$ cat src/mxarb_regs.vh
`ifndef MXARB_REGS_VH
`define MXARB_REGS_VH
// register byte offsets
`define MXARB_CTRL_OFS 8'h00
`define MXARB_STAT_OFS 8'h04
`define MXARB_IRQ_OFS 8'h08
`define MXARB_MASK_OFS 8'h0c
// control fields
`define MXARB_CTRL_SYSCON 0
`define MXARB_CTRL_LONGTO 1
`define MXARB_CTRL_LOCK 2
`define MXARB_CTRL_FAIR 3
`define MXARB_CTRL_ILOCK 4
`define MXARB_CTRL_RST 32'h0000_0000
// interrupt event bits
`define MXARB_EV_TIMEOUT 0
`define MXARB_EV_DEADLOCK 1
`define MXARB_EV_GRANT 2
// timing in microseconds (short) and milliseconds (long)
`define MXARB_SHORT_TO_US 200
`define MXARB_LONG_TO_MS 200
`define MXARB_CLK_MHZ 20
`endif

$ cat src/mxarb_top.v
// Chosen here: the placing of the registers and the AXI4-Lite slave port.
`timescale 1ns/1ps
`include "mxarb_regs.vh"
module mxarb_top #(
  parameter integer SHORT_CYCLES = `MXARB_SHORT_TO_US * `MXARB_CLK_MHZ,
  parameter integer LONG_CYCLES = `MXARB_LONG_TO_MS * 1000 * `MXARB_CLK_MHZ
) (
  // clock and reset
  input wire sys_clk,
  input wire rst_n,
  // axi4-lite slave
  input wire [7:0] s_axi_awaddr,
  input wire s_axi_awvalid,
  output reg s_axi_awready,
  input wire [31:0] s_axi_wdata,
  input wire [3:0] s_axi_wstrb,
  input wire s_axi_wvalid,
  output reg s_axi_wready,
  output reg [1:0] s_axi_bresp,
  output reg s_axi_bvalid,
  input wire s_axi_bready,
  input wire [7:0] s_axi_araddr,
  input wire s_axi_arvalid,
  output reg s_axi_arready,
  output reg [31:0] s_axi_rdata,
  output reg [1:0] s_axi_rresp,
  output reg s_axi_rvalid,
  input wire s_axi_rready,
  output reg irq,
  // cable arbitration pins, active low; request and busy open drain (oe low drives low), grant out driven
  input wire busReqIn_n,
  output reg busReqOe_n,
  input wire grantIn_n,
  output reg grantOut_n,
  input wire busyIn_n,
  output reg busyOe_n,
  // cable transfer strobes
  input wire dataStrobeIn_n,
  input wire dtackIn_n,
  input wire berrIn_n,
  output reg berrOe_n,
  // local master side
  input wire localReq,
  input wire localDone,
  input wire remoteVmeReq,
  output reg vmeBerr,
  // vme arbitration side
  input wire vmeGrantIn_n,
  output reg vmeGrantOut_n,
  input wire vmeOwned,
  output reg vmeHold
);
  //////////////////////////////////////////////////////////////////////////////
  reg rstSync1_reg;
  reg rstSync2_reg;
  wire rstN;
  always @(posedge sys_clk or negedge rst_n) begin
    if (!rst_n) begin
      rstSync1_reg <= 1'b0;
      rstSync2_reg <= 1'b0;
    end else begin
      rstSync1_reg <= 1'b1;
      rstSync2_reg <= rstSync1_reg;
    end
  end
  assign rstN = rstSync2_reg;
  //////////////////////////////////////////////////////////////////////////////
  // pin synchronisers, bit order: breq grant busy ds dtack berr vgrant remote
  wire [7:0] pinRaw;
  reg [7:0] pinS1_reg;
  reg [7:0] pinS2_reg;
  assign pinRaw = {~busReqIn_n, ~grantIn_n, ~busyIn_n, ~dataStrobeIn_n,
                   ~dtackIn_n, ~berrIn_n, ~vmeGrantIn_n, remoteVmeReq};
  genvar gi;
  generate
    for (gi = 0; gi < 8; gi = gi + 1) begin : gSync
      always @(posedge sys_clk or negedge rstN) begin
        if (!rstN) begin
          pinS1_reg[gi] <= 1'b0;
          pinS2_reg[gi] <= 1'b0;
        end else begin
          pinS1_reg[gi] <= pinRaw[gi];
          pinS2_reg[gi] <= pinS1_reg[gi];
        end
      end
    end
  endgenerate
  wire reqLine = pinS2_reg[7];
  wire grantIn = pinS2_reg[6];
  wire busyLine = pinS2_reg[5];
  wire dsLine = pinS2_reg[4];
  wire dtackLine = pinS2_reg[3];
  wire berrLine = pinS2_reg[2];
  wire vGrantIn = pinS2_reg[1];
  wire remoteReq = pinS2_reg[0];
  //////////////////////////////////////////////////////////////////////////////
  reg [4:0] ctrl_reg;
  reg [2:0] irqStat_reg;
  reg [2:0] irqMask_reg;
  wire sysCon = ctrl_reg[`MXARB_CTRL_SYSCON];
  wire longTo = ctrl_reg[`MXARB_CTRL_LONGTO];
  wire lockBit = ctrl_reg[`MXARB_CTRL_LOCK];
  wire fairEn = ctrl_reg[`MXARB_CTRL_FAIR];
  wire ilock = ctrl_reg[`MXARB_CTRL_ILOCK];
  //////////////////////////////////////////////////////////////////////////////
  // requester state machine
  localparam [1:0] ST_IDLE = 2'd0;
  localparam [1:0] ST_REQ = 2'd1;
  localparam [1:0] ST_OWN = 2'd2;
  localparam [1:0] ST_FAIR = 2'd3;
  reg [1:0] state_reg;
  reg [1:0] state_next;
  reg ownHeld_reg;
  wire owning = (state_reg == ST_OWN);
  wire vmeReady = !ilock || vmeOwned;
  reg ctrlGrant_reg;
  wire grantHere = sysCon ? ctrlGrant_reg : grantIn;
  always @* begin
    state_next = state_reg;
    case (state_reg)
      ST_IDLE: begin
        if ((localReq || lockBit) && !(fairEn && ownHeld_reg && reqLine))
          state_next = ST_REQ;
      end
      ST_REQ: begin
        if (grantHere && !busyLine && vmeReady)
          state_next = ST_OWN;
        else if (remoteReq && !ilock)
          state_next = ST_IDLE;
      end
      ST_OWN: begin
        if (localDone && !lockBit && !localReq && reqLine && (!ilock || vmeOwned))
          state_next = fairEn ? ST_FAIR : ST_IDLE;
      end
      ST_FAIR: begin
        if (!reqLine)
          state_next = ST_IDLE;
      end
      default: state_next = ST_IDLE;
    endcase
  end
  always @(posedge sys_clk or negedge rstN) begin
    if (!rstN) begin
      state_reg <= ST_IDLE;
      ownHeld_reg <= 1'b0;
    end else begin
      state_reg <= state_next;
      ownHeld_reg <= (state_next == ST_FAIR);
    end
  end
  //////////////////////////////////////////////////////////////////////////////
  // system controller grant and timeout
  reg [31:0] toCnt_reg;
  reg toRun_reg;
  wire [31:0] toLimit = longTo ? LONG_CYCLES : SHORT_CYCLES;
  wire toExpire = toRun_reg && (toCnt_reg >= toLimit - 1);
  always @(posedge sys_clk or negedge rstN) begin
    if (!rstN) begin
      ctrlGrant_reg <= 1'b0;
      toRun_reg <= 1'b0;
      toCnt_reg <= 32'h0000_0000;
    end else begin
      ctrlGrant_reg <= sysCon && reqLine && !busyLine;
      if (!sysCon || dtackLine || berrLine || toExpire) begin
        toRun_reg <= 1'b0;
        toCnt_reg <= 32'h0000_0000;
      end else if (dsLine) begin
        toRun_reg <= 1'b1;
        toCnt_reg <= toCnt_reg + 32'h0000_0001;
      end
    end
  end
  //////////////////////////////////////////////////////////////////////////////
  // pin drivers
  wire passIdle = (state_reg == ST_IDLE || state_reg == ST_FAIR) &&
                  (state_next == ST_IDLE || state_next == ST_FAIR);
  wire abortNow = (state_reg == ST_REQ) && remoteReq && !ilock;
  wire grantNow = (state_next == ST_OWN) && !owning;
  always @(posedge sys_clk or negedge rstN) begin
    if (!rstN) begin
      busReqOe_n <= 1'b1;
      busyOe_n <= 1'b1;
    end else begin
      busReqOe_n <= !(state_next == ST_REQ);
      busyOe_n <= !(state_next == ST_OWN);
    end
  end
  always @(posedge sys_clk or negedge rstN) begin
    if (!rstN) begin
      grantOut_n <= 1'b1;
    end else begin
      grantOut_n <= !(grantHere && passIdle && !(ilock && !vmeOwned));
    end
  end
  always @(posedge sys_clk or negedge rstN) begin
    if (!rstN) begin
      berrOe_n <= 1'b1;
    end else begin
      berrOe_n <= !toExpire;
    end
  end
  always @(posedge sys_clk or negedge rstN) begin
    if (!rstN) begin
      vmeBerr <= 1'b0;
    end else begin
      vmeBerr <= abortNow;
    end
  end
  always @(posedge sys_clk or negedge rstN) begin
    if (!rstN) begin
      vmeGrantOut_n <= 1'b1;
    end else begin
      vmeGrantOut_n <= !(vGrantIn && (!ilock || owning));
    end
  end
  always @(posedge sys_clk or negedge rstN) begin
    if (!rstN) begin
      vmeHold <= 1'b0;
    end else begin
      vmeHold <= ilock && (owning || state_reg == ST_REQ);
    end
  end
  //////////////////////////////////////////////////////////////////////////////
  // axi4-lite write channel
  wire [2:0] evNow = {grantNow, abortNow, toExpire};
  wire wrTake = s_axi_awvalid && s_axi_wvalid && !s_axi_awready && !s_axi_bvalid;
  wire wrFire = s_axi_awready && s_axi_awvalid && s_axi_wvalid;
  wire wrOk = wrFire && s_axi_wstrb[0];
  wire addrOk = (s_axi_awaddr <= `MXARB_MASK_OFS) && (s_axi_awaddr[1:0] == 2'b00);
  always @(posedge sys_clk or negedge rstN) begin
    if (!rstN) begin
      s_axi_awready <= 1'b0;
      s_axi_wready <= 1'b0;
    end else begin
      s_axi_awready <= wrTake;
      s_axi_wready <= wrTake;
    end
  end
  // response only after both handshakes
  always @(posedge sys_clk or negedge rstN) begin
    if (!rstN) begin
      s_axi_bvalid <= 1'b0;
      s_axi_bresp <= 2'b00;
    end else begin
      if (s_axi_bvalid && s_axi_bready) begin
        s_axi_bvalid <= 1'b0;
      end else if (wrFire) begin
        s_axi_bvalid <= 1'b1;
        s_axi_bresp <= addrOk ? 2'b00 : 2'b10;
      end
    end
  end
  //////////////////////////////////////////////////////////////////////////////
  // control, mask and event registers
  always @(posedge sys_clk or negedge rstN) begin
    if (!rstN) begin
      ctrl_reg <= 5'h00;
      irqMask_reg <= 3'h0;
    end else begin
      if (wrOk && s_axi_awaddr == `MXARB_CTRL_OFS)
        ctrl_reg <= s_axi_wdata[4:0];
      if (wrOk && s_axi_awaddr == `MXARB_MASK_OFS)
        irqMask_reg <= s_axi_wdata[2:0];
    end
  end
  // set wins over write-one clear
  always @(posedge sys_clk or negedge rstN) begin
    if (!rstN) begin
      irqStat_reg <= 3'h0;
    end else begin
      if (wrOk && s_axi_awaddr == `MXARB_IRQ_OFS)
        irqStat_reg <= (irqStat_reg & ~s_axi_wdata[2:0]) | evNow;
      else
        irqStat_reg <= irqStat_reg | evNow;
    end
  end
  always @(posedge sys_clk or negedge rstN) begin
    if (!rstN) begin
      irq <= 1'b0;
    end else begin
      irq <= |(irqStat_reg & irqMask_reg);
    end
  end
  //////////////////////////////////////////////////////////////////////////////
  // axi4-lite read channel
  wire rdTake = s_axi_arvalid && !s_axi_arready && !s_axi_rvalid;
  wire rdFire = s_axi_arready && s_axi_arvalid;
  always @(posedge sys_clk or negedge rstN) begin
    if (!rstN) begin
      s_axi_arready <= 1'b0;
    end else begin
      s_axi_arready <= rdTake;
    end
  end
  // data only after the address handshake
  always @(posedge sys_clk or negedge rstN) begin
    if (!rstN) begin
      s_axi_rvalid <= 1'b0;
      s_axi_rresp <= 2'b00;
      s_axi_rdata <= 32'h0000_0000;
    end else begin
      if (s_axi_rvalid && s_axi_rready) begin
        s_axi_rvalid <= 1'b0;
      end else if (rdFire) begin
        s_axi_rvalid <= 1'b1;
        s_axi_rresp <= 2'b00;
        case (s_axi_araddr)
          `MXARB_CTRL_OFS: s_axi_rdata <= {27'h0, ctrl_reg};
          `MXARB_STAT_OFS: s_axi_rdata <= {24'h0, reqLine, busyLine, grantIn, toRun_reg, ilock, 1'b0, state_reg};
          `MXARB_IRQ_OFS: s_axi_rdata <= {29'h0, irqStat_reg};
          `MXARB_MASK_OFS: s_axi_rdata <= {29'h0, irqMask_reg};
          default: begin
            s_axi_rdata <= 32'h0000_0000;
            s_axi_rresp <= 2'b10;
          end
        endcase
      end
    end
  end
endmodule // mxarb_top

$ cat config.mk
export PLATFORM = sky130hd
export DESIGN_NAME = mxarb_top
export DESIGN_NICKNAME = d
export VERILOG_FILES = /design/src/mxarb_top.v
export VERILOG_INCLUDE_DIRS = /design/src
export SDC_FILE = /design/constraint.sdc
export NUM_CORES = 1
export LEC_CHECK = 0
export ABC_AREA = 1
export BUFFER_PORTS_ARGS = -buffer_cell sky130_fd_sc_hd__buf_4
export CAP_MARGIN = 20
export CORE_ASPECT_RATIO = 1.4
export CORE_MARGIN = 2
export CORE_UTILIZATION = 45
export DETAILED_ROUTE_END_ITERATION = 12
export GPL_ROUTABILITY_DRIVEN = 0
export PLACE_DENSITY = 0.78
export RECOVER_POWER = 50
export SLEW_MARGIN = 20
export SYNTH_ARGS = -nofsm -noshare
export SYNTH_HDL_FRONTEND = slang
export SYNTH_SLANG_ARGS = --single-unit
$ cat constraint.sdc
create_clock -name sys_clk -period 2.7 [get_ports sys_clk]
set_clock_uncertainty 0.15 [all_clocks]
set_input_delay 0.135 -clock sys_clk [delete_from_list [all_inputs] [get_ports sys_clk]]
set_output_delay 0.135 -clock sys_clk [all_outputs]
set_load 0.005 [all_outputs]
### Word level (Yosys, flattened, before mapping)

Index checks and enable logic that the tools add are counted.

* register bits after elaboration: 114
* output and inout port bits: 49
* logic and storage cells: 167

* add/sub/neg operators: 2
* $lt $le $gt $ge: 2
* equal/unequal tests: 11
* mux-type cells: 21
* bitwise logic cells: 14
* reductions and logical operators: 76

Operators by type and width (number)
* two-way mux 32 bit: 2
* logical AND 1 bit: 37
* adder 32 x 1 -> 32 bit, second input constant: 1
* equality test 8 x 4 -> 1 bit, second input constant: 4
* greater-or-equal comparator 32 bit: 1
* one-hot mux 8 bit (4 select lines): 1
* subtractor 22 x 1 -> 23 bit, second input constant: 1
* two-way mux 22 bit: 1
* zero test 1 bit: 18
* zero test 8 bit: 2
* two-way mux 2 bit: 8
* logical OR 1 bit: 9
* NOT 1 bit: 9
* equality test 2 bit, second input constant: 4
* equality test 8 x 3 -> 1 bit, second input constant: 1
* less-or-equal comparator 8 x 4 -> 1 bit, second input constant: 1
* one-hot mux 2 bit (4 select lines): 1
* two-way mux 1 bit: 7
* bitwise AND 3 bit: 2
* zero test 2 bit: 3
* OR 3 bit: 2
* nonzero test 2 bit: 3
* equality test 2 x 1 -> 1 bit, second input constant: 2
* AND reduction 2 bit: 2
* other kinds (4): 4

### Longest topological paths before layout

* word-level depth: 13
* depth in mapped cells: 14

### Worst setup path after synthesis

No wires, ideal clock.

* path type: register to register
* start point: register ctrl_reg[1]
* end point: register toCnt_reg[22]
* setup time: 0.077 ns
* arrival: 1.713 ns
* data required time: 2.473 ns
* slack: 0.759 ns
* cell stages (with the launch flop): 12
* cells stage by stage: dfrtp_1 > inv_1 > ha_1 > a21o_1 > nor2_1 > nor2_1 > nor2_1 > nand2_1 > nand2_2 > nand2_2 > buf_4 > a21oi_1

* longest elaborated chain between the ends: 6

RTL lines
* from (decl): RTL line mxarb_top.v:97 `reg [4:0] ctrl_reg;`
* from (signal assigned): RTL line mxarb_top.v:261 `ctrl_reg <= s_axi_wdata[4:0];`
* two-way mux 22 bit *: RTL line mxarb_top.v:155 `wire [31:0] toLimit = longTo ? LONG_CYCLES : SHORT_CYCLES;`
* subtractor 22 x 1 -> 23 bit *: RTL line mxarb_top.v:156 `wire toExpire = toRun_reg && (toCnt_reg >= toLimit - 1);`
* greater-or-equal comparator 32 bit *: RTL line mxarb_top.v:156
* logical AND 1 bit *: RTL line mxarb_top.v:156
* logical OR 1 bit *: RTL line mxarb_top.v:164 `if (!sysCon || dtackLine || berrLine || toExpire) begin`
* two-way mux 32 bit or nonzero test 2 bit (tied branches)
* to (signal assigned): RTL line mxarb_top.v:169 `toCnt_reg <= toCnt_reg + 32'h0000_0001;`
* to (decl): RTL line mxarb_top.v:153 `reg [31:0] toCnt_reg;`

Every way passes the cells marked *; elsewhere a longest branch is shown, timed or not.
A chain may end at the register's enable or synchronous reset.

### Final worst setup path

* start point: register ctrl_reg[1]
* end point: register toCnt_reg[0]

The elaborated chain is that of the path after synthesis.

==> reports/results.ini <==
[worst_hold_path]
hp-class=input pin to flop
whs_path_depth=4

[clock_network]
ctsResizeCount=0
clockRootBuffer=clkbuf_16
htreeDepth=3
cts_tree=yes
clock_latency_ps=350
numCtsBuffers=9
cts_buffer_depth=2
cts.sinks=88
ctsHoldBuffers=22
clk_pin_slew_ps=60
cts_setup_buffers=0

[setup_path]
reg2regPathDepth=11
crit_type=flop to flop
crit_fanout=32
crit_top_cell=nor2_1
worstPathRequired_ps=2810
slowest_stage=dfrtp_1
end_kind=flop
cp-start-kind=flop
cpPeakStageDelay_ps=440
critPathArrivalTime_ps=2460
cp_cell_sequence=inv_1 -> ha_1 -> a21o_1 -> nor2_1 -> nor2_1 -> nor2_1 -> nand2_1 -> nand2_2 -> nand2_2 -> buf_12 -> nor3_1

[layout]
final_layout_size_suffix_gt1_share_pct=17.1
largest_reg_flops=32
n_antenna_cell=0
fin_nets=751
layout.cells.non_filler=806
synthToLayoutAreaGrowth_pct=21.6

[global_route]
antenna_found_initial=0
gr-total-overflow=0
grt_pass1_vias=4103
grt_usage_pct=20.3
grt_max_degree=35
grt_pass1_wl_um=18500

[sta]
relSlewSlack_pct=6.56
fin_crit_ps=2350
setup_viol=0
finalSetupTns_ps=0
rsz0062_at_grt=no
final_hold_viol_count=0
final-max-slew-violation-count=0
tightest_slew_ps=1400
setup_ws_ps=346
fin_crit_sh_pct=87.2
max_freq_mhz=425

[synth]
mappedNetlistArea_mm2=0.00474
synth_cells=570
seq_area_frac_synth_pct=46.6
ys_ff_latch=88
synth_flop_cell=dfrtp_1
ys_types=38
syn_area_per_cell_um2=8.31
ys_warn_count=0
synthArstFlopShare_pct=100
synth_edf_count=0

[placed_design]
dp_cells=768
io_buffers=62
dp_hpwl_um=8230
dp_slack_ps=343

[route]
drc=0
ant_nets=0
via_count=4018
wire_per_inst_um=13.8
drtIter0Drc=184
drtPass1Iterations=4
post_drt_via_cell_ratio=4.99
wl_um=11100

[floorplanning]
num_io_pins=119
start_util_pct=46.0
dieArea_mm2=0.0114
die_w_um=90.7
die_h_um=125
core_area_mm2=0.0103
rows=44

[power]
power.density_mw_per_mm2=556
vdd_ir_drop_max_mv=0.478
p_leak_uw=0.00280

[outcome]
status=completed

[run]
max-cap-violations=0

[cell usage in the layout (no fill, tap or decap), types with 11 or more instances in the layout]
| cell type | synthesis | routed |
|---|---|---|
| xor2_1 | 11 | 11 |
| nor2_1 | 79 | 79 |
| o21ai_0 | 24 | 24 |
| nand3_1 | 29 | 29 |
| conb_1 | 2 | 27 |
| dfrtp_1 | 83 | 83 |
| ha_1 | 18 | 18 |
| inv_1 | 67 | 67 |
| nand2_1 | 130 | 130 |
| a21oi_1 | 11 | 11 |
| nor3_1 | 14 | 14 |
| clkbuf_4 | 0 | 19 |
| dlygate4sd3_1 | 0 | 22 |
| nand4_1 | 15 | 15 |
| buf_4 | 30 | 41 |
[worst max-delay path: cells and delay by family (launching register included)]
kind,cells,cell delay (ps)
compound gates,1,160
buf+inv,2,500
simple gates,7,700
flops,1,440
fa+ha+maj,1,310
[kinds of logic after synthesis]
| kind of cell | after synthesis | synth area share (%) |
|---|---|---|
| AOI/OAI and AO/OA | 47 | 5.54 |
| xor gates and xnor gates | 15 | 2.77 |
| adders and majority gates | 18 | 4.75 |
| buffers and inverters | 102 | 10.5 |
| DFF | 88 | 46.6 |
| other | 2 | 0.158 |
| and+or+nand+nor | 298 | 29.7 |
[synthesized netlist by cell type, types with 2 or more instances]
cell     number  share of area (%)
nor3_4        3                1.0
inv_2         3               0.24
o21ai_0      24                2.5
nor2_2        5               0.66
nor3b_1       2               0.32
ha_1         18                4.8
nand3_1      29                3.1
o22ai_1       4               0.53
nand2_2       4               0.53
buf_2         2               0.21
a21o_1        2               0.32
or2_2         2               0.26
dfstp_2       5                2.8
nor2_1       79                6.3
nor3_2        7                1.5
conb_1        2               0.16
inv_1        67                5.3
nand2_1     130                 10
xnor2_1       4               0.74
nand4_1      15                2.0
buf_4        30                4.8
dfrtp_1      83                 44
xor2_1       11                2.0
nor3_1       14                1.5
a21oi_1      11                1.2
nand4_4       2               0.90
[power breakdown]
group / total (uW) / leakage (uW) / internal (uW) / switching [uW]
registers: 1490 / 0.00113 / 1420 / 66.8
logic: 559 / 0.00153 / 246 / 313
clock network: 1160 / 0.000137 / 631 / 528
[area by class of cell]
cell class | count | area [um^2]
Clock inverter | 7 | 52.6
Inverter | 70 | 263
Sequential cell | 88 | 2210
Multi-Input combinational cell | 405 | 2130
Clock buffer | 9 | 225
Tap cell | 138 | 173
Fill cell | 931 | 4530
Timing Repair Buffer | 89 | 714
[worst paths after layout]
kind | startpoint | endpoint | slack (ps)
min | vmeOwned | grantOut_n | 30
max reg2reg | ctrl_reg[1] | toCnt_reg[0] | 350
max in group asynchronous | rstN | toCnt_reg[17] | 590
min reg2reg | pinS1_reg[6] | grantIn | 200
max | ctrl_reg[1] | toCnt_reg[0] | 350
min in group asynchronous | rstN | toCnt_reg[6] | 450
[per-stage QoR]
| step | util (%) | total power [uW] | cell area (um^2) | hold slack, ps |
|---|---|---|---|---|
| 6_report | 56.0 | 3200 | 5760 | 32.6 |
| 5_1_grt | 56.0 | 3380 | 5760 | 41.1 |
| 3_5_place_dp | 51.4 | 2030 | 5290 | -232 |
| 2_1_floorplan | - | 1820 | 4830 | -311 |
| 3_3_place_gp | 51.4 | 1990 | 5290 | -233 |
| 4_1_cts | 56.2 | 3240 | 5790 | 30.9 |
[metal layers]
metal,track usage [%],up-vias,part of all wire (%)
met2,37.9,127,54
met1,21.5,1917,38
li1,-,1950,-
met5,0,-,0
met4,8.78,0,3.1
met3,4.94,24,4.6
No activity file was read; power rests on OpenSTA's default activity.
